`src/shared/pmic_cfg.svh`:
```
// Register offsets, field positions, reset values and bus constants
`ifndef PMIC_CFG_SVH
`define PMIC_CFG_SVH
`define NVM_ADDR_OFF     8'h0B
`define NVM_RDATA_OFF    8'h0C
`define NVM_STATCTL_OFF  8'h0E
`define CMD_OFF          8'h10
`define MODE_OFF         8'h12
`define NVM_TRIG_BIT     2
`define NVM_BUSY_BIT     3
`define CMD_ADC_START    7
`define CMD_ADC_PRELOAD  6
`define CMD_TALLY_WIPE   5
`define CMD_CAL_GO       4
`define CMD_RELOAD       2
`define CMD_FULL_RESET   0
`define MODE_SC_BIT      3
`define MODE_CONV_BIT    2
`define REG_RESET        8'h00
`define I2C_DEV_ADDR     7'h2A
`define SETTLE_CYCLES    2'h3
`endif

```
`src/shared/pmic_pkg.sv`:
```
// Shared types for the command and status register group
package pmic_pkg;
    typedef struct packed {
        logic       stb;
        logic [7:0] addr;
        logic [7:0] data;
    } reg_wr_s;

    typedef enum logic [2:0] {
        BUS_IDLE,
        BUS_ADDR,
        BUS_PTR,
        BUS_WR,
        BUS_RD
    } bus_state_e;

    typedef enum logic [1:0] {
        NVM_IDLE,
        NVM_REQ,
        NVM_WAIT
    } nvm_state_e;
endpackage

```
`src/rtl/pmic_cmd_status_regs.sv`:
```
// Command and status register group behind the I2C target port
// Contract
// [RQ1] Writing one to bit 2 starts the NVM read; bit 3 shows busy.
// [RQ2] Host polls busy until low before collecting the fetched byte.
// [RQ3] Host writes zero to all reserved bits.
// [RQ4] Command bit 7 triggers exactly one supply-voltage conversion.
// [RQ5] Host disables auto sampling and clears results before single conversion.
// [RQ6] Command bit 6 makes next conversion preload all three result registers.
// [RQ7] Command bit 5 clears every charge counter at once.
// [RQ8] Command bit 4 starts charge counter calibration.
// [RQ9] Command bit 2 rereads NVM, restoring control registers to defaults.
// [RQ10] Command bit 0 forces full device reset like a brownout.
// [RQ11] Single-cell flag latched at power-on from the aux supply pin.
// [RQ12] Bit 2 of mode register: 0 buck switching, 1 linear regulation.
// [RQ13] Mode register does not update while the host addresses it.
// [RQ14] Host addresses mode register only to read it; recomputes charge per pulse.
// [RQ15] Converter mode held constant during a calibration run.
// [RQ16] NVM read uses the 7-bit address field at bits 6:0.
// [RQ17] Fetched byte appears in the read-data register, reset zero.
// [RQ18] Command bits are one-cycle strobes; command register reads zero.
// [RQ19] Read trigger self-clears at completion; ignored while busy.
`timescale 1ns/1ns
`default_nettype none
`include "pmic_cfg.svh"
module pmic_cmd_status_regs
    import pmic_pkg::*;
#(
    parameter logic [6:0] DEV_ADDR = `I2C_DEV_ADDR
)(
    input  wire logic       ref_clk,
    input  wire logic       rst_n,
    input  wire logic       scl_in,
    input  wire logic       sda_in,
    output logic            sda_out,
    output logic            sda_oe,
    input  wire logic       aux_supply_pin,
    input  wire logic       second_converter_state,
    input  wire logic       adc_conv_done,
    input  wire logic       cal_done,
    input  wire logic       nvm_mem_ack,
    input  wire logic [7:0] nvm_mem_data,
    output logic            nvm_mem_req,
    output logic [6:0]      nvm_mem_addr,
    output logic            adc_start,
    output logic            adc_preload_armed,
    output logic            charge_tally_wipe,
    output logic            charge_cal_go,
    output logic            nvm_defaults_reload,
    output logic            full_reset_req,
    output logic            mode_hold
);
    // Async inputs: scl, sda, aux pin, converter state
    localparam int NSYNC = 4;
    logic [NSYNC-1:0] async_in;
    logic [NSYNC-1:0] s1_reg;
    logic [NSYNC-1:0] s2_reg;
    logic [NSYNC-1:0] s3_reg;
    logic [NSYNC-1:0] filt_reg;
    logic             scl_prev_reg;
    logic             sda_prev_reg;

    assign async_in = {second_converter_state, aux_supply_pin, sda_in, scl_in};

    genvar gi;
    generate
        for (gi = 0; gi < NSYNC; gi++) begin : g_sync
            always_ff @(posedge ref_clk) begin
                if (!rst_n) begin
                    s1_reg[gi]   <= 1'b1;
                    s2_reg[gi]   <= 1'b1;
                    s3_reg[gi]   <= 1'b1;
                    filt_reg[gi] <= 1'b1;
                end else begin
                    s1_reg[gi] <= async_in[gi];
                    s2_reg[gi] <= s1_reg[gi];
                    s3_reg[gi] <= s2_reg[gi];
                    // A change counts only once two stages agree
                    if (s2_reg[gi] == s3_reg[gi]) begin
                        filt_reg[gi] <= s3_reg[gi];
                    end
                end
            end
        end
    endgenerate

    logic scl_f;
    logic sda_f;
    logic scl_rise;
    logic scl_fall;
    logic bus_start;
    logic bus_stop;

    assign scl_f     = filt_reg[0];
    assign sda_f     = filt_reg[1];
    assign scl_rise  = scl_f && !scl_prev_reg;
    assign scl_fall  = !scl_f && scl_prev_reg;
    assign bus_start = scl_f && scl_prev_reg && sda_prev_reg && !sda_f;
    assign bus_stop  = scl_f && scl_prev_reg && !sda_prev_reg && sda_f;

    always_ff @(posedge ref_clk) begin
        if (!rst_n) begin
            scl_prev_reg <= 1'b1;
            sda_prev_reg <= 1'b1;
        end else begin
            scl_prev_reg <= scl_f;
            sda_prev_reg <= sda_f;
        end
    end

    // I2C target engine
    bus_state_e bus_reg;
    logic [3:0] bit_reg;
    logic       in_ack_reg;
    logic [7:0] shift_reg;
    logic [7:0] ptr_reg;
    logic       busy_bus_reg;
    reg_wr_s    wr_reg;
    logic [7:0] rd_byte;

    always_ff @(posedge ref_clk) begin
        if (!rst_n) begin
            bus_reg      <= BUS_IDLE;
            bit_reg      <= 4'h0;
            in_ack_reg   <= 1'b0;
            shift_reg    <= 8'h00;
            ptr_reg      <= 8'h00;
            busy_bus_reg <= 1'b0;
            sda_oe       <= 1'b0;
            wr_reg       <= '0;
        end else begin
            wr_reg.stb <= 1'b0;
            if (bus_start) begin
                bus_reg      <= BUS_ADDR;
                bit_reg      <= 4'h0;
                in_ack_reg   <= 1'b0;
                busy_bus_reg <= 1'b1;
                sda_oe       <= 1'b0;
            end else if (bus_stop) begin
                bus_reg      <= BUS_IDLE;
                busy_bus_reg <= 1'b0;
                sda_oe       <= 1'b0;
            end else if (bus_reg != BUS_IDLE && scl_rise) begin
                if (in_ack_reg) begin
                    // Controller NACK ends a read
                    if (bus_reg == BUS_RD && sda_f) begin
                        bus_reg <= BUS_IDLE;
                    end
                end else begin
                    if (bus_reg != BUS_RD) begin
                        shift_reg <= {shift_reg[6:0], sda_f};
                    end
                    bit_reg <= bit_reg + 4'h1;
                end
            end else if (bus_reg != BUS_IDLE && scl_fall) begin
                if (in_ack_reg) begin
                    in_ack_reg <= 1'b0;
                    bit_reg    <= 4'h0;
                    sda_oe     <= 1'b0;
                    if (bus_reg == BUS_ADDR) begin
                        bus_reg <= shift_reg[0] ? BUS_RD : BUS_PTR;
                    end else if (bus_reg == BUS_PTR) begin
                        bus_reg <= BUS_WR;
                    end
                    if ((bus_reg == BUS_ADDR && shift_reg[0]) || bus_reg == BUS_RD) begin
                        shift_reg <= rd_byte;
                        sda_oe    <= !rd_byte[7];
                        ptr_reg   <= ptr_reg + 8'h01;
                    end
                end else if (bit_reg == 4'h8) begin
                    in_ack_reg <= 1'b1;
                    unique case (bus_reg)
                        BUS_ADDR: begin
                            if (shift_reg[7:1] == DEV_ADDR) begin
                                sda_oe <= 1'b1;
                            end else begin
                                bus_reg <= BUS_IDLE;
                            end
                        end
                        BUS_PTR: begin
                            ptr_reg <= shift_reg;
                            sda_oe  <= 1'b1;
                        end
                        BUS_WR: begin
                            wr_reg  <= '{stb: 1'b1, addr: ptr_reg, data: shift_reg};
                            ptr_reg <= ptr_reg + 8'h01;
                            sda_oe  <= 1'b1;
                        end
                        default: begin
                            sda_oe <= 1'b0;
                        end
                    endcase
                end else if (bus_reg == BUS_RD) begin
                    shift_reg <= {shift_reg[6:0], 1'b0};
                    sda_oe    <= !shift_reg[6];
                end
            end
        end
    end

    // Open drain: only ever pulls low
    always_ff @(posedge ref_clk) begin
        sda_out <= 1'b0;
    end

    // Register state
    logic [6:0] nvm_addr_reg;
    logic [7:0] nvm_rdata;
    logic       nvm_busy;
    logic       nvm_start_reg;
    logic       sc_flag_reg;
    logic       sc_done_reg;
    logic [1:0] settle_reg;
    logic       conv_state_reg;
    logic       mode_frozen;

    assign mode_frozen = busy_bus_reg && ptr_reg == `MODE_OFF; // [RQ13]

    always_ff @(posedge ref_clk) begin
        if (!rst_n) begin
            nvm_addr_reg  <= 7'h00;
            nvm_start_reg <= 1'b0;
        end else begin
            nvm_start_reg <= 1'b0;
            if (nvm_defaults_reload) begin
                nvm_addr_reg <= 7'h00; // [RQ9]
            end else if (wr_reg.stb && wr_reg.addr == `NVM_ADDR_OFF) begin
                nvm_addr_reg <= wr_reg.data[6:0]; // [RQ16]
            end
            if (wr_reg.stb && wr_reg.addr == `NVM_STATCTL_OFF
                    && wr_reg.data[`NVM_TRIG_BIT] && !nvm_busy) begin
                nvm_start_reg <= 1'b1; // [RQ1] [RQ19]
            end
        end
    end

    // Command strobes: pulses only, nothing held [RQ18]
    logic cmd_wr;
    assign cmd_wr = wr_reg.stb && wr_reg.addr == `CMD_OFF;

    always_ff @(posedge ref_clk) begin
        if (!rst_n) begin
            adc_start           <= 1'b0;
            charge_tally_wipe   <= 1'b0;
            charge_cal_go       <= 1'b0;
            nvm_defaults_reload <= 1'b0;
            full_reset_req      <= 1'b0;
        end else begin
            adc_start           <= cmd_wr && wr_reg.data[`CMD_ADC_START]; // [RQ4]
            charge_tally_wipe   <= cmd_wr && wr_reg.data[`CMD_TALLY_WIPE]; // [RQ7]
            charge_cal_go       <= cmd_wr && wr_reg.data[`CMD_CAL_GO]; // [RQ8]
            nvm_defaults_reload <= cmd_wr && wr_reg.data[`CMD_RELOAD]; // [RQ9]
            full_reset_req      <= cmd_wr && wr_reg.data[`CMD_FULL_RESET]; // [RQ10]
        end
    end

    // Set wins over clear on both armed levels
    always_ff @(posedge ref_clk) begin
        if (!rst_n) begin
            adc_preload_armed <= 1'b0;
            mode_hold         <= 1'b0;
        end else begin
            if (cmd_wr && wr_reg.data[`CMD_ADC_PRELOAD]) begin
                adc_preload_armed <= 1'b1; // [RQ6]
            end else if (adc_conv_done) begin
                adc_preload_armed <= 1'b0;
            end
            if (cmd_wr && wr_reg.data[`CMD_CAL_GO]) begin
                mode_hold <= 1'b1; // [RQ15]
            end else if (cal_done) begin
                mode_hold <= 1'b0;
            end
        end
    end

    // Strap caught once the synchroniser has settled
    always_ff @(posedge ref_clk) begin
        if (!rst_n) begin
            settle_reg     <= 2'h0;
            sc_done_reg    <= 1'b0;
            sc_flag_reg    <= 1'b0;
            conv_state_reg <= 1'b0;
        end else begin
            if (settle_reg != `SETTLE_CYCLES) begin
                settle_reg <= settle_reg + 2'h1;
            end else if (!sc_done_reg) begin
                sc_done_reg <= 1'b1;
                // Filter's next value, so a pin held low from reset is not missed
                sc_flag_reg <= (s2_reg[2] == s3_reg[2]) ? s3_reg[2] : filt_reg[2]; // [RQ11]
            end
            // Frozen while addressed; also frozen during calibration upstream
            if (!mode_frozen) begin
                conv_state_reg <= filt_reg[3]; // [RQ12] [RQ13]
            end
        end
    end

    always_comb begin
        rd_byte = 8'h00;
        unique case (ptr_reg)
            `NVM_ADDR_OFF:    rd_byte = {1'b0, nvm_addr_reg};
            `NVM_RDATA_OFF:   rd_byte = nvm_rdata; // [RQ17]
            `NVM_STATCTL_OFF: begin
                rd_byte[`NVM_BUSY_BIT] = nvm_busy; // [RQ1]
                rd_byte[`NVM_TRIG_BIT] = nvm_busy; // [RQ19]
            end
            `MODE_OFF: begin
                rd_byte[`MODE_SC_BIT]   = sc_flag_reg;
                rd_byte[`MODE_CONV_BIT] = conv_state_reg;
            end
            default: rd_byte = 8'h00; // [RQ18]
        endcase
    end

    nvm_read_seq u_nvm (
        .ref_clk  (ref_clk),
        .rst_n    (rst_n),
        .start    (nvm_start_reg),
        .addr     (nvm_addr_reg),
        .mem_ack  (nvm_mem_ack),
        .mem_data (nvm_mem_data),
        .mem_req  (nvm_mem_req),
        .mem_addr (nvm_mem_addr),
        .busy     (nvm_busy),
        .rdata    (nvm_rdata)
    );
endmodule // pmic_cmd_status_regs
`default_nettype wire

```
`src/rtl/nvm_read_seq.sv`:
```
// Nonvolatile memory read sequencer
`timescale 1ns/1ns
`default_nettype none
`include "pmic_cfg.svh"
module nvm_read_seq
    import pmic_pkg::*;
(
    input  wire logic       ref_clk,
    input  wire logic       rst_n,
    input  wire logic       start,
    input  wire logic [6:0] addr,
    input  wire logic       mem_ack,
    input  wire logic [7:0] mem_data,
    output logic            mem_req,
    output logic [6:0]      mem_addr,
    output logic            busy,
    output logic [7:0]      rdata
);
    nvm_state_e state_reg;

    always_ff @(posedge ref_clk) begin
        if (!rst_n) begin
            state_reg <= NVM_IDLE;
            mem_req   <= 1'b0;
            mem_addr  <= 7'h00;
            busy      <= 1'b0;
            rdata     <= `REG_RESET;
        end else begin
            unique case (state_reg)
                NVM_IDLE: begin
                    // Start while busy never reaches here [RQ19]
                    if (start) begin
                        mem_addr  <= addr; // [RQ16]
                        mem_req   <= 1'b1;
                        busy      <= 1'b1; // [RQ1]
                        state_reg <= NVM_REQ;
                    end
                end
                NVM_REQ: begin
                    mem_req   <= 1'b0;
                    state_reg <= NVM_WAIT;
                end
                NVM_WAIT: begin
                    if (mem_ack) begin
                        rdata     <= mem_data; // [RQ17]
                        busy      <= 1'b0; // [RQ1]
                        state_reg <= NVM_IDLE;
                    end
                end
            endcase
        end
    end
endmodule // nvm_read_seq
`default_nettype wire

```
`config.mk`:
```
export PLATFORM = sky130hd
export DESIGN_NAME = pmic_cmd_status_regs
export DESIGN_NICKNAME = d
export VERILOG_FILES = /design/src/shared/pmic_pkg.sv /design/src/rtl/pmic_cmd_status_regs.sv /design/src/rtl/nvm_read_seq.sv
export VERILOG_INCLUDE_DIRS = /design/src /design/src/shared
export SDC_FILE = /design/constraint.sdc
export NUM_CORES = 1
export LEC_CHECK = 0
export BUFFER_PORTS_ARGS = -buffer_cell sky130_fd_sc_hd__buf_2
export CORE_ASPECT_RATIO = 1.4
export CORE_UTILIZATION = 35
export CTS_CLUSTER_SIZE = 24
export DETAILED_ROUTE_END_ITERATION = 10
export SLEW_MARGIN = 20
export SYNTH_ARGS = -nofsm -noshare
export SYNTH_HDL_FRONTEND = slang
export SYNTH_HIERARCHICAL = 1
export SYNTH_SLANG_ARGS = --single-unit
```
`constraint.sdc`:
```
create_clock -name ref_clk -period 4.1 [get_ports ref_clk]
set_clock_uncertainty 0.15 [all_clocks]
set_input_delay 0.205 -clock ref_clk [delete_from_list [all_inputs] [get_ports ref_clk]]
set_output_delay 0.205 -clock ref_clk [all_outputs]
set_load 0.005 [all_outputs]
```
# Word-level counts from Yosys, hierarchy flattened
# Index checks and enable logic that the tools add are counted.
[totals] ff_bits=100 in_bits=17 elab_cells=220
[op_classes] n_addsub=3 eq_ne=41 mux=56 n_bitwise=9 reduce_logical=64
[ops] operator="$mux 8" count=11
[ops] operator="$eq 8x4->1 const B" count=5
[ops] operator="$mux 3" count=11
[ops] operator="$reduce_and 7->1" count=4
[ops] operator="$logic_and 1x1->1" count=23
[ops] operator="$mux 1" count=19
[ops] operator="$mux 17" count=1
[ops] operator="$eq 8x5->1 const B" count=2
[ops] operator="$mux 4" count=4
[ops] operator="$pmux 8 s2" count=1
[ops] operator="$reduce_bool 2->1" count=8
[ops] operator="$reduce_bool 3->1" count=4
[ops] operator="$ne 2x2->1 const B" count=5
[ops] operator="$ne 5x4->1 const B" count=2
[ops] operator="$reduce_and 2->1" count=5
[ops] operator="$ne 3x2->1 const B" count=3
[ops] operator="$ne 3x3->1 const B" count=3
[ops] operator="$not 1->1" count=9
[ops] operator="$add 8x1->8 const B" count=1
[ops] operator="$ne 4x3->1 const B" count=2
[ops] operator="$pmux 2 s4" count=1
[ops] operator="$pmux 4 s2" count=1
[ops] operator="$reduce_and 4->1" count=2
[ops] operator="$reduce_and 8->1" count=1
[ops] operator="other kinds (27)" count=45

# Logic depth before layout (Yosys ltp)
# Gate-level depths: netlist (run 1).
[depth] word_depth=9 ltp_mapped=8 mapped_depth_nobuf=7

# Cells and area by module
# Netlist (run 1), hierarchy kept.
[by_module_without_submodules] module="pmic_cmd_status_regs" n_inst=1 cells_each=416 area_each_um2=3743.6
[by_module_without_submodules] module="nvm_read_seq" n_inst=1 cells_each=94 area_each_um2=864.6

# Worst setup path after synthesis (run 1)
# Ideal clock, no wire load.
[synth_timing] path_type="register to register" from="register bit_reg[0]" to="register shift_reg[1]" setup_time_ns=0.092 t_arrival_ns=1.643 t_required_ns=3.858 setup_slack_ns=2.215 path_stages_with_launch=8 n_path_buf=0 synth_period_minus_slack_ns=1.885 cell_sequence="dfxtp_1 > inv_1 > ha_1 > nand3b_1 > nand4_1 > a32oi_4 > nand2_1 > o32ai_1"
[synth_between] elab_chain_len=3
[synth_lines] element="from (decl)" line_no="pmic_cmd_status_regs.sv:112" text="logic [3:0] bit_reg;"
[synth_lines] element="from (signal assigned)" line_no="pmic_cmd_status_regs.sv:152" text="bit_reg <= bit_reg + 4'h1;"
[synth_lines] element="$eq 4x4->1" line_no="pmic_cmd_status_regs.sv:169" text="end else if (bit_reg == 4'h8) begin"
[synth_lines] element="$ne 3x3->1 (no source line)"
[synth_lines] element="$reduce_and 8->1 (no source line)"
[synth_lines] element="to (signal assigned)" line_no="pmic_cmd_status_regs.sv:150" text="shift_reg <= {shift_reg[6:0], sda_f};"
[synth_lines] element="to (signal assigned)" line_no="pmic_cmd_status_regs.sv:165" text="shift_reg <= rd_byte;"
[synth_lines] element="to (signal assigned)" line_no="pmic_cmd_status_regs.sv:193" text="shift_reg <= {shift_reg[6:0], 1'b0};"
[synth_lines] element="to (decl)" line_no="pmic_cmd_status_regs.sv:114" text="logic [7:0] shift_reg;"
# Every way passes these cells.
# A chain may end at the register's enable or synchronous reset.

# Worst setup path in the final report (run 1)
[layout_timing] from="register bus_reg[0]" to="register wr_reg[14] (netlist name)"
[layout_between] elab_chain_len=4 elab_cells_between_ends=6 cone_classes="eq/ne (1); bitwise (1); reduce/logical (4)"
[layout_lines] element="from (decl)" line_no="pmic_cmd_status_regs.sv:111" text="bus_state_e bus_reg;"
[layout_lines] element="from (signal assigned)" line_no="pmic_cmd_status_regs.sv:160" text="bus_reg <= shift_reg[0] ? BUS_RD : BUS_PTR;"
[layout_lines] element="$reduce_bool 3->1" line_no="pmic_cmd_status_regs.sv:142, pmic_cmd_status_regs.sv:154"
[layout_lines] element="$logic_and 1x1->1" line_no="pmic_cmd_status_regs.sv:142" text="end else if (bus_reg != BUS_IDLE && scl_rise) begin"
[layout_lines] element="$not 1->1 (no source line)"
[layout_lines] element="$reduce_and 7->1 (no source line) (*)"
[layout_lines] element="to (signal assigned)" line_no="pmic_cmd_status_regs.sv:184" text="wr_reg <= '{stb: 1'b1, addr: ptr_reg, data: shift_reg};"
[layout_lines] element="to (decl)" line_no="pmic_cmd_status_regs.sv:117" text="reg_wr_s wr_reg;"
# Every way passes the cells marked *; elsewhere a longest branch is shown, timed or not.

==> results of run 1 <==
==> layout by cell type (no fill, tap or decap), types with 3 or more instances in the layout <==
| master | instances |
|---|---|
| o21ai_1 | 7 |
| ha_1 | 11 |
| nor2_1 | 53 |
| a21oi_1 | 25 |
| and3_1 | 9 |
| nor2b_1 | 5 |
| o21ai_0 | 19 |
| inv_1 | 16 |
| nand2_1 | 44 |
| dlygate4sd3_1 | 12 |
| nor3_1 | 9 |
| xor2_1 | 3 |
| buf_2 | 32 |
| o21a_1 | 3 |
| clkbuf_16 | 9 |
| nor3b_1 | 5 |
| nand4_1 | 4 |
| nand3_1 | 24 |
| a221o_1 | 4 |
| o32ai_1 | 5 |
| dfxtp_1 | 100 |
| mux2i_1 | 27 |
| a311oi_1 | 3 |
| and2_1 | 3 |
| a22oi_1 | 5 |
| nand2b_1 | 19 |
| a21boi_0 | 16 |
==> worst max-delay path, stage by stage (launching register included) <==
cell and delay [ns]:
dfxtp_1 0.66, nand2_1 0.14, nor2_1 0.13, and3_1 0.83, mux2i_1 0.29, nor2_1 0.06
==> cells by family after synthesis <==
group,count (synthesis)
and+or+nand+nor,201
AOI/OAI and AO/OA,117
DFF,100
buffers and inverters,46
muxes,29
adders and majority gates,12
xor gates and xnor gates,4
other,1
==> layout make-up <==
class	count	area [µm²]
Clock buffer	10	239.0
Clock inverter	5	62.56
Fill cell	1249	7585
Inverter	17	63.81
Multi-Input combinational cell	364	2382
Sequential cell	100	2002
Tap cell	153	191.4
Timing Repair Buffer	45	287.8
==> stage by stage <==
step	util, %	area, µm²	worst slack [ns]
after global placement	37.48	4802	1.679
after global routing	40.81	5229	1.484
after floorplan	-	4608	2.215
after CTS	40.77	5224	1.581
final	40.81	5229	1.677
after detailed placement	37.48	4802	1.594
==> final timing paths <==
path / endpoint / start
min reg2reg: s2_reg[0]$_SDFF_PN1_ / s1_reg[0]$_SDFF_PN1_
max reg2reg: wr_reg[14]$_SDFFE_PN0P_ / bus_reg[0]$_SDFFE_PN0P_
max: wr_reg[14]$_SDFFE_PN0P_ / bus_reg[0]$_SDFFE_PN0P_
min: adc_preload_armed$_SDFFE_PN0P_ / adc_conv_done
==> power by group through the flow <==
stage / Clock (mW) / Combinational (mW) / Sequential [mW]
floorplan: 0 / 0.0364 / 1.01
global placement: 0 / 0.0489 / 1.01
detailed placement: 0 / 0.0509 / 1.01
CTS: 0.876 / 0.0600 / 0.990
global route: 0.915 / 0.0667 / 0.991
finish: 0.854 / 0.0587 / 0.990
==> layer usage <==
metal / vias to the layer above / track usage, % / share of wire, %
met4: 0 / 7.877 / 2.7
met5: - / 0 / 0
met1: 1726 / 18.52 / 42
met2: 73 / 30.15 / 53
met3: 19 / 3.146 / 3.0
li1: 1852 / - / -
==> repair_timing <==
action | 4_1_cts | 5_1_grt
buffers inserted | 0 | 0
hold buffers | 12 | 0
hold endpoints to repair | 12 | 0
==> results.md, run 1 <==
* P_int at 1.500 mW
* Die area at 13640 µm²
* Worst hold path type: in2reg
* Area growth, synth to finish at 13.47%
* Area contributors post-synth: dfxtp_1 43%, mux2i_1 5.9%, nor2_1 4.3%
* Period utilisation layout at approximately 60%
* Core box area at 12810 µm²
* Max Slew Vio Count at 0
* Share of the synthesized area in the top cell type at 43.44%
* Leakage at 1.893 nW
* CTS Buffer Depth at 2
* CP required at about 4.1 ns
* Initial antenna violation count at 0
* Endpoints failing hold at 0
* Clock-pin slew on the worst setup and hold paths at about 0.070 ns
* Worst EP arrival at ~2.5 ns
* Sequential Power Share at between 50% and 60%
* Clock Sinks at 100
* Drt wl/cell at 15.39 µm
* Post-route ant nets at 0
* Worst IR Drop VDD at 245.8 µV
* Net Sw Frac at 21.18%
* Placer Congestion at 0.8752
* Vias in the first global route at between 3000 and 4000
* Fin crit period at roughly 2.4 ns
* Sequential-to-total area share from yosys stat at 43.44%
* Power density cells at 363.9 nW/µm²
* Fmax at between 400 and 500 MHz
* Ports at 34
* Power share of the clock group at 44.9%
* Routed wire length at between 10000 and 15000 µm
* Cells after DPL at 667
* Yosys top cell by area: dfxtp_1
* Crit. End Element: flop
* Comb power frac at about 3.1%
* Hold Path Stages at 4
* Syn_area_per_cell at 9.036 µm²
* Synth cell types at 76
* EDFF count, synth at 0
* Largest register FFs at 17
* Post-synthesis mux area share at 6.408%
* Power consumption at 1.903 mW
* Mapped Cells at 510
* Dpl hpwl at approximately 7600 µm
* Net count after synthesis at 538
* Final setup violation count at 0
* Asr flop ratio synth at 0%
* Yosys warnings at 6
* H-tree levels at 3
* TritonCTS clock tree: done
* Clock root cell: clkbuf_16
* Synth Area in Simple Gates at 22.94%
* Port bufs at 32
* Outcome: completed
* Starting Density at 35.96%
* Tot GR Track Use at around 17%
* Hold Slack at 0.01188 ns
* Post_cts resized at 0
* Compound-cell area share of the yosys netlist at a little under a fifth
* Slew @ Worst Pin at between 1 and 1.5 ns
* Synth Area in XOR/XNOR at less than 1%
* Main combinational cell family by area after synthesis: simple AND/OR/NAND/NOR gates
* Syn Std Cell Area at 4608 µm²
* First drt pass iteration count at 5
* Grt ovf at 0
* Synth Register Bits at 100
* RSZ-0062 raised after global routing: no
* Clock latency on the worst-skew pair at 0.34 ns
* Non-filler cells, final at 694
* Post-synth top cells: 100 x dfxtp_1, 53 x nor2_1, 44 x nand2_1, 27 x mux2i_1, 25 x a21oi_1
* Diodes inserted at 0
* Die height at 137.8 µm
* Fraction of layout cells with a size suffix above 1 at 12.75%
* Worst Path Class, Setup: reg2reg
* Initial DRC count at 199
* Detailed-route via count at 3670
* R2R setup slack at between 1.5 and 2 ns
* Max-cap violations at 0
* FF-to-FF path depth at 5
* Worst-path fanout max at 17
* CTS buffer count at 9
* Final Net Count at about 570
* Largest net degree at the start of global routing at 61
* NetSw at 403.0 µW
* Startpoint Class: flop
* Vias per std cell at approximately 5.3
* Setup TNS at 0 ns
* First-pass GRT wire length at roughly 18000 µm
* Post-route DRC violation count at 0
* Slew margin rel. at 29.24%
* Most frequent cell after synthesis: dfxtp_1
* Die width at slightly below 100 µm
* Post-Synth Adder-Cell Area at 3.204%
* Rows at between 40 and 50
* Synth Flop Type: dfxtp_1
Note: power is estimated with default switching activity, not from simulation.
==> run 2, diff against run 1 <==
--- a/config.mk
+++ b/config.mk
@@ -6,6 +6,7 @@
 export SDC_FILE = /design/constraint.sdc
 export NUM_CORES = 1
 export LEC_CHECK = 0
+export ABC_AREA = 1
 export BUFFER_PORTS_ARGS = -buffer_cell sky130_fd_sc_hd__buf_2
 export CORE_ASPECT_RATIO = 1.4
 export CORE_UTILIZATION = 35
==> constraint.sdc (replaced) <==
create_clock -name ref_clk -period 2 [get_ports ref_clk]
set_clock_uncertainty 0.15 [all_clocks]
set_input_delay 0.1 -clock ref_clk [delete_from_list [all_inputs] [get_ports ref_clk]]
set_output_delay 0.1 -clock ref_clk [all_outputs]
set_load 0.005 [all_outputs]
==> results.md, run 2 <==
* Outcome: finished, violations left
* Failing checks: DRC
* RR Endpoint: wr_reg[7]$_SDFFE_PN0P_
* Period utilisation layout at 91.22% (+32 points)
* Detailed-route via count at 4139 (+13%)
* TritonCTS clock tree: done
* Diodes inserted at 0 (unchanged)
* Max-cap violations at 0 (unchanged)
* Synth Area in XOR/XNOR at 0.3865% (-0.37 points)
* Largest register FFs at 17 (unchanged)
* Placer Congestion at 0.8997 (+2.8%)
* CP required at 2.10 ns (-2.04 ns)
* Critical path's slowest cell: dfxtp_1
* P_int at 2.957 mW (+97%)
* CTS buffer count at 9 (unchanged)
* Most common cell after layout, fill and taps aside: nor2_1
* Hold Path Stages at 5 (+1)
* Power share of the clock group at 42.9% (-2.0 points)
* Critical path startpoint: scl_prev_reg$_SDFF_PN1_
* Synth Register Bits at 100 (unchanged)
* CTS Buffer Depth at 2 (unchanged)
* Net count after synthesis at 672 (+25%)
* Clock Sinks at 100 (unchanged)
* CP max stage delay at 0.40 ns (-0.43 ns)
* Die height at 136.6 µm (-0.82%)
* Pre-CTS WS at 0.1129 ns (-1.482 ns)
* Reg2reg start: scl_prev_reg$_SDFF_PN1_
* NetSw at 811.9 µW (+100%)
* Clock-pin slew on the worst setup and hold paths at 0.06 ns (about the same)
* Most frequent cell after synthesis: nor2_1
* Setup TNS at 0 ns (unchanged)
* Tot GR Track Use at 17.04% (+0.48 points)
* Final Net Count at 731 (+29%)
* First-pass GRT wire length at 18080 µm (+2.1%)
* Synth Flop Type: dfxtp_1
* Mapped Cells at 644 (+26%)
* Port bufs at 32 (unchanged)
* Worst IR Drop VDD at 331.6 µV (+35%)
* Largest net degree at the start of global routing at 35 (-43%)
* Sequential-to-total area share from yosys stat at 44.17% (+0.73 points)
* Crit. End Element: flop
* Final setup violation count at 0 (unchanged)
* Fraction of layout cells with a size suffix above 1 at 13.98% (+1.2 points)
* Vias in the first global route at 4041 (+11%)
* Area contributors post-synth: dfxtp_1 44%, nor2_1 11%, nand2_1 9.6%
* Number of buffers and inverters on the critical path at 3 (+3)
* Max Slew Vio Count at 0 (unchanged)
* Worst Path Class, Setup: reg2reg
* Starting Density at 36.28% (+0.31 points)
* Dpl cell area at 4912 µm² (+2.3%)
* R2R setup slack at 0.18 ns (-1.50 ns)
* Compound-cell area share of the yosys netlist at 13.61% (-4.6 points)
* Ports at 34 (unchanged)
* Crit-path cells: inv_1 -> nor2_1 -> nand2_2 -> inv_1 -> nand4_1 -> inv_2 -> nand2_1 -> a22oi_1
* Non-filler cells, final at 858 (+24%)
* Area growth, synth to finish at 17.97%
* Hold Slack at 0.01975 ns (+0.007874 ns)
* Post-route ant nets at 0 (unchanged)
* Fmax at 548.2 MHz (+33%)
* Rows at 48 (-2.0%)
* Core box area at 12490 µm² (-2.5%)
* Most numerous cell on the critical path: inv_1
* Worst hold path type: in2reg
* Routed wire length at 10910 µm (+2.1%)
* Post-Synth Adder-Cell Area at 3.037% (-0.17 points)
* Net Sw Frac at 21.54% (+0.36 points)
* Post-synthesis mux area share at 0% (-6.4 points)
* Worst EP arrival at 1.93 ns (-0.53 ns)
* Startpoint Class: flop
* Vias per std cell at 4.824 (-8.8%)
* Leakage at 2.407 nW (+27%)
* Sequential Power Share at 53.7% (+1.7 points)
* Most frequent cells in the layout: 136 x nor2_1, 115 x nand2_1, 100 x dfxtp_1
* Post-route DRC violation count at 3 (+3)
* Post-route cell area at 5346 µm² (+2.2%)
* FF-to-FF path depth at 8 (+3)
* RSZ-0062 raised after global routing: no
* Syn_area_per_cell at 7.037 µm² (-22%)
* Grt ovf at 0 (unchanged)
* Dpl hpwl at 8159 µm (+7.1%)
* Power density cells at 705.0 nW/µm² (+94%)
* Syn Std Cell Area at 4532 µm² (-1.7%)
* Yosys warnings at 6 (unchanged)
* Main combinational cell family by area after synthesis: simple AND/OR/NAND/NOR gates
* Initial antenna violation count at 0 (unchanged)
* First drt pass iteration count at 9 (+4)
* Asr flop ratio synth at 0% (unchanged)
* Worst-path fanout max at 19 (+2)
* Comb power frac at 3.3% (+0.2 points)
* Synth Area in Simple Gates at 30.73% (+7.8 points)
* Worst Slack Setup Final at 0.1757 ns (-1.502 ns)
* WHS Endpoint: u_nvm/busy$_SDFFE_PN0P_
* Share of the synthesized area in the top cell type at 44.17% (+0.73 points)
* Endpoints failing hold at 0 (unchanged)
* Drt wl/cell at 12.71 µm (-17%)
* Clock root cell: clkbuf_16
* Yosys top cell by area: dfxtp_1
* Die area at 13410 µm² (-1.6%)
* Synth cell types at 32 (-58%)
* Critical path's top delay family: simple AND/OR/NAND/NOR gates
* Die width at 98.17 µm (-0.81%)
* Initial DRC count at 159 (-20%)
* Fin crit period at 1.824 ns (-0.5982 ns)
* Clock latency on the worst-skew pair at 0.34 ns (about the same)
* EDFF count, synth at 0 (unchanged)
* Post-synth top cells: 136 x nor2_1, 116 x nand2_1, 100 x dfxtp_1, 63 x inv_1, 52 x o21ai_0
* H-tree levels at 3 (unchanged)
* Cells after DPL at 827 (+24%)
* Hold Path Origin: nvm_mem_ack
-- run 2: cells by family after synthesis --
| group | after synthesis |
|---|---|
| AND/OR/NAND/NOR | 325 |
| AO/OA/AOI/OAI | 119 |
| flip-flops | 100 |
| buffers and inverters | 86 |
| adder cells (fa/ha/maj) | 11 |
| XOR/XNOR | 2 |
| other | 1 |
-- run 2: power groups by stage --
stage / logic, mW / registers (mW) / clock network (mW)
final: 0.125 / 2.03 / 1.62
after global routing: 0.144 / 2.03 / 1.73
after CTS: 0.128 / 2.03 / 1.65
after detailed placement: 0.105 / 2.07 / 0
after global placement: 0.102 / 2.07 / 0
after floorplan: 0.0671 / 2.07 / 0
-- run 2: how the worst max path moves through the flow --
stage / endpoint / slack, ns / cells past startpoint
CTS: shift_reg[5]$_SDFFE_PN0P_ / 0.09 / 11
floorplan: shift_reg[0]$_SDFFE_PN0P_ / 0.30 / 11
global route: shift_reg[7]$_SDFFE_PN0P_ / 0.005 / 10
finish: wr_reg[7]$_SDFFE_PN0P_ / 0.18 / 8
detailed placement: shift_reg[5]$_SDFFE_PN0P_ / 0.11 / 11
global placement: ptr_reg[6]$_SDFFE_PN0P_ / 0.16 / 9
-- run 2: final cells by class --
type	instances	area, µm²
Clock buffer	13	250.2
Clock inverter	3	21.27
Fill cell	1293	7146
Inverter	69	259.0
Multi-Input combinational cell	458	2181
Sequential cell	100	2002
Tap cell	150	187.7
Timing Repair Buffer	65	445.4
-- run 2: timing repair --
item	in CTS	in global routing
endpoints found under the setup margin	0	9
buffers inserted	0	0
hold buffers	15	0
resized for setup	0	3
endpoints found under the hold margin	17	0
-- run 2: routing by layer --
metal | up-vias | wire [µm] | global-route usage (%)
li1 | 2167 | - | -
met3 | 23 | 282 | 2.809
met4 | 0 | 351 | 9.121
met5 | - | 0 | 0
met2 | 78 | 5729 | 33.22
met1 | 1871 | 4544 | 17.18
-- run 2: worst reg2reg max path: cells and delay by family (launching register included) --
family / cells / cell delay [ns]
compound gates: 1 / 0.18
flops: 1 / 0.40
simple gates: 4 / 0.63
buf+inv: 3 / 0.39
-- run 2: per-stage QoR --
| stage | power (mW) | util (%) |
|---|---|---|
| after floorplan | 2.135 | - |
| after detailed placement | 2.175 | 39.32 |
| after global routing | 3.901 | 42.80 |
| after global placement | 2.171 | 39.32 |
| after CTS | 3.805 | 42.70 |
| final | 3.769 | 42.80 |
==> run 3, diff against run 2 <==
--- a/config.mk
+++ b/config.mk
@@ -6,7 +6,6 @@
 export SDC_FILE = /design/constraint.sdc
 export NUM_CORES = 1
 export LEC_CHECK = 0
-export ABC_AREA = 1
 export BUFFER_PORTS_ARGS = -buffer_cell sky130_fd_sc_hd__buf_2
 export CORE_ASPECT_RATIO = 1.4
 export CORE_UTILIZATION = 35
==> results.md, run 3 (synthesized netlist as in run 1, its figures left out) <==
* CP max stage delay at 0.47 ns (+0.07 ns)
* Most frequent cells in the layout: 96 x dfxtp_1, 53 x nor2_1, 43 x nand2_1
* Met3 Track Usage GR at 3.044% (+0.24 points)
* Post-route DRC violation count at 0 (-3)
* Clock-pin slew on the worst setup and hold paths at 0.07 ns (about the same)
* Worst Path Class, Setup: reg2reg
* Worst-path fanout max at 5 (-14)
* R2R setup slack at 0.05 ns (-0.13 ns)
* Drt wl/cell at 15.30 µm (+20%)
* CTS Buffer Depth at 2 (unchanged)
* Starting Density at 35.96% (-0.31 points)
* Gr busiest metal: met2
* H-tree levels at 3 (unchanged)
* Hold Path Stages at 3 (-2)
* Crit-path cells: nor4bb_1 -> a211oi_2 -> o311a_2 -> nand2b_1 -> a21oi_1
* Dpl hpwl at 8295 µm (+1.7%)
* Initial DRC count at 184 (+16%)
* WHS Endpoint: settle_reg[0]$_SDFFE_PN0P_
* FF-to-FF path depth at 5 (-3)
* Crit. End Element: flop
* Pre-CTS WS at 0.04083 ns (-0.07203 ns)
* Most common cell after layout, fill and taps aside: dfxtp_1
* Largest register FFs at 17 (unchanged)
* Port bufs at 32 (unchanged)
* Dpl cell area at 5107 µm² (+4.0%)
* Largest net degree at the start of global routing at 43 (+23%)
* First drt pass iteration count at 4 (-5)
* Die area at 13640 µm² (+1.7%)
* Clock latency on the worst-skew pair at 0.35 ns (about the same)
* Max Slew Vio Count at 0 (unchanged)
* Core box area at 12810 µm² (+2.6%)
* Final Net Count at 616 (-16%)
* Grt ovf at 0 (unchanged)
* Area growth, synth to finish at 24.14%
* Hold Path Origin: rst_n
* RR Endpoint: bus_reg[2]$_SDFFE_PP0P_
* Final setup violation count at 0 (unchanged)
* Post-route cell area at 5720 µm² (+7.0%)
* CTS buffer count at 9 (unchanged)
* Vias in the first global route at 3782 (-6.4%)
* Vias per std cell at 5.204 (+7.9%)
* Tot GR Track Use at 17.24% (+0.20 points)
* Fraction of layout cells with a size suffix above 1 at 20.10% (+6.1 points)
* Power density cells at 705.9 nW/µm² (+0.13%)
* First-pass GRT wire length at 18170 µm (+0.49%)
* Startpoint Class: flop
* Placer Congestion at 0.8481 (-5.7%)
* Max-cap violations at 0 (unchanged)
* Outcome: completed
* Worst hold path type: in2reg
* Worst IR Drop VDD at 505.4 µV (+52%)
* Fmax at 513.0 MHz (-6.4%)
* Period utilisation layout at 97.47% (+6.3 points)
* Die height at 137.8 µm (+0.83%)
* Reg2reg start: shift_reg[2]$_SDFFE_PN0P_
* Clock root cell: clkbuf_16
* Initial antenna violation count at 0 (unchanged)
* Rows at 49 (+2.1%)
* Detailed-route via count at 3877 (-6.3%)
* Post-route ant nets at 0 (unchanged)
* Met2 usage at 33.41% (+0.20 points)
* Endpoints failing hold at 0 (unchanged)
* Util after Layout at 44.64% (+1.8 points)
* Worst EP arrival at 2.07 ns (+0.14 ns)
* Routed wire length at 11400 µm (+4.5%)
* Ports at 34 (unchanged)
* Clock Sinks at 100 (unchanged)
* Leakage at 2.148 nW (-11%)
* Worst Slack Setup Final at 0.05063 ns (-0.1251 ns)
* Met1 global-route usage at 18.00% (+0.82 points)
* TritonCTS clock tree: done
* Diodes inserted at 0 (unchanged)
* Critical path's slowest cell: nor4bb_1
* Fillers at 1219 (-5.7%)
* Fin crit period at 1.949 ns (+0.1251 ns)
* CP required at 2.13 ns (+0.03 ns)
* Die width at 98.98 µm (+0.82%)
==> run 3: per-stage QoR <==
stage	TNS (ns)	total power [mW]	hold WS [ns]	cells
5_1_grt	-0.01873	4.189	0.03086	745
3_3_place_gp	0	2.184	0.1295	706
2_1_floorplan	0	2.145	0.05147	510
4_1_cts	0	4.083	0.01639	743
6_report	0	4.038	0.007726	745
3_5_place_dp	0	2.186	0.1400	706
==> run 3: layer usage <==
| layer | up-vias | share of wire [%] |
|---|---|---|
| met3 | 15 | 2.3 |
| li1 | 1950 | - |
| met1 | 1860 | 42 |
| met2 | 52 | 54 |
| met4 | 0 | 2.3 |
| met5 | - | 0 |
==> run 3: report_power, final <==
part	leakage, nW	switching [mW]	internal (mW)
sequential	0.811	0.0140	2.02
combinational	1.18	0.0671	0.0666
clock	0.155	0.745	1.13
total	2.15	0.826	3.21
==> run 3: how the worst max path moves through the flow <==
stage | slack, ns | end | startpoint | cells past startpoint
after floorplan | 0.11 | shift_reg[1]$_SDFFE_PN0P_ | bit_reg[0]$_SDFFE_PP0P_ | 7
after global placement | 0.06 | shift_reg[4]$_SDFFE_PN0P_ | bit_reg[1]$_SDFFE_PP0P_ | 7
after detailed placement | 0.04 | shift_reg[4]$_SDFFE_PN0P_ | bit_reg[1]$_SDFFE_PP0P_ | 7
after CTS | 0.01 | shift_reg[4]$_SDFFE_PN0P_ | bit_reg[1]$_SDFFE_PP0P_ | 7
after global routing | -0.02 | shift_reg[1]$_SDFFE_PN0P_ | in_ack_reg$_SDFFE_PP0P_ | 6
final | 0.05 | bus_reg[2]$_SDFFE_PP0P_ | shift_reg[2]$_SDFFE_PN0P_ | 5
==> run 3: cell type report <==
cell class | instances | area, µm² | share of cell area, %
well taps | 153 | 191.4 | 3.346
inverters | 17 | 63.81 | 1.115
repair buffers | 96 | 708.2 | 12.38
flip-flops and latches | 100 | 2007 | 35.08
multi-input cells | 364 | 2426 | 42.41
clock inverters | 5 | 85.08 | 1.487
clock buffers | 10 | 239.0 | 4.178
==> run 3: repair_timing <==
item / CTS / global route
setup buffers: 0 / 2
hold buffers: 22 / 0
resized for setup: 0 / 12
endpoints found under the setup margin: 0 / 28
hold endpoints to repair: 14 / 0
==> run 3: critical path: cells and delay by family (launching register included) <==
kind,cells,cell delay (ns)
simple gates,2,0.63
compound gates,3,0.67
flops,1,0.43
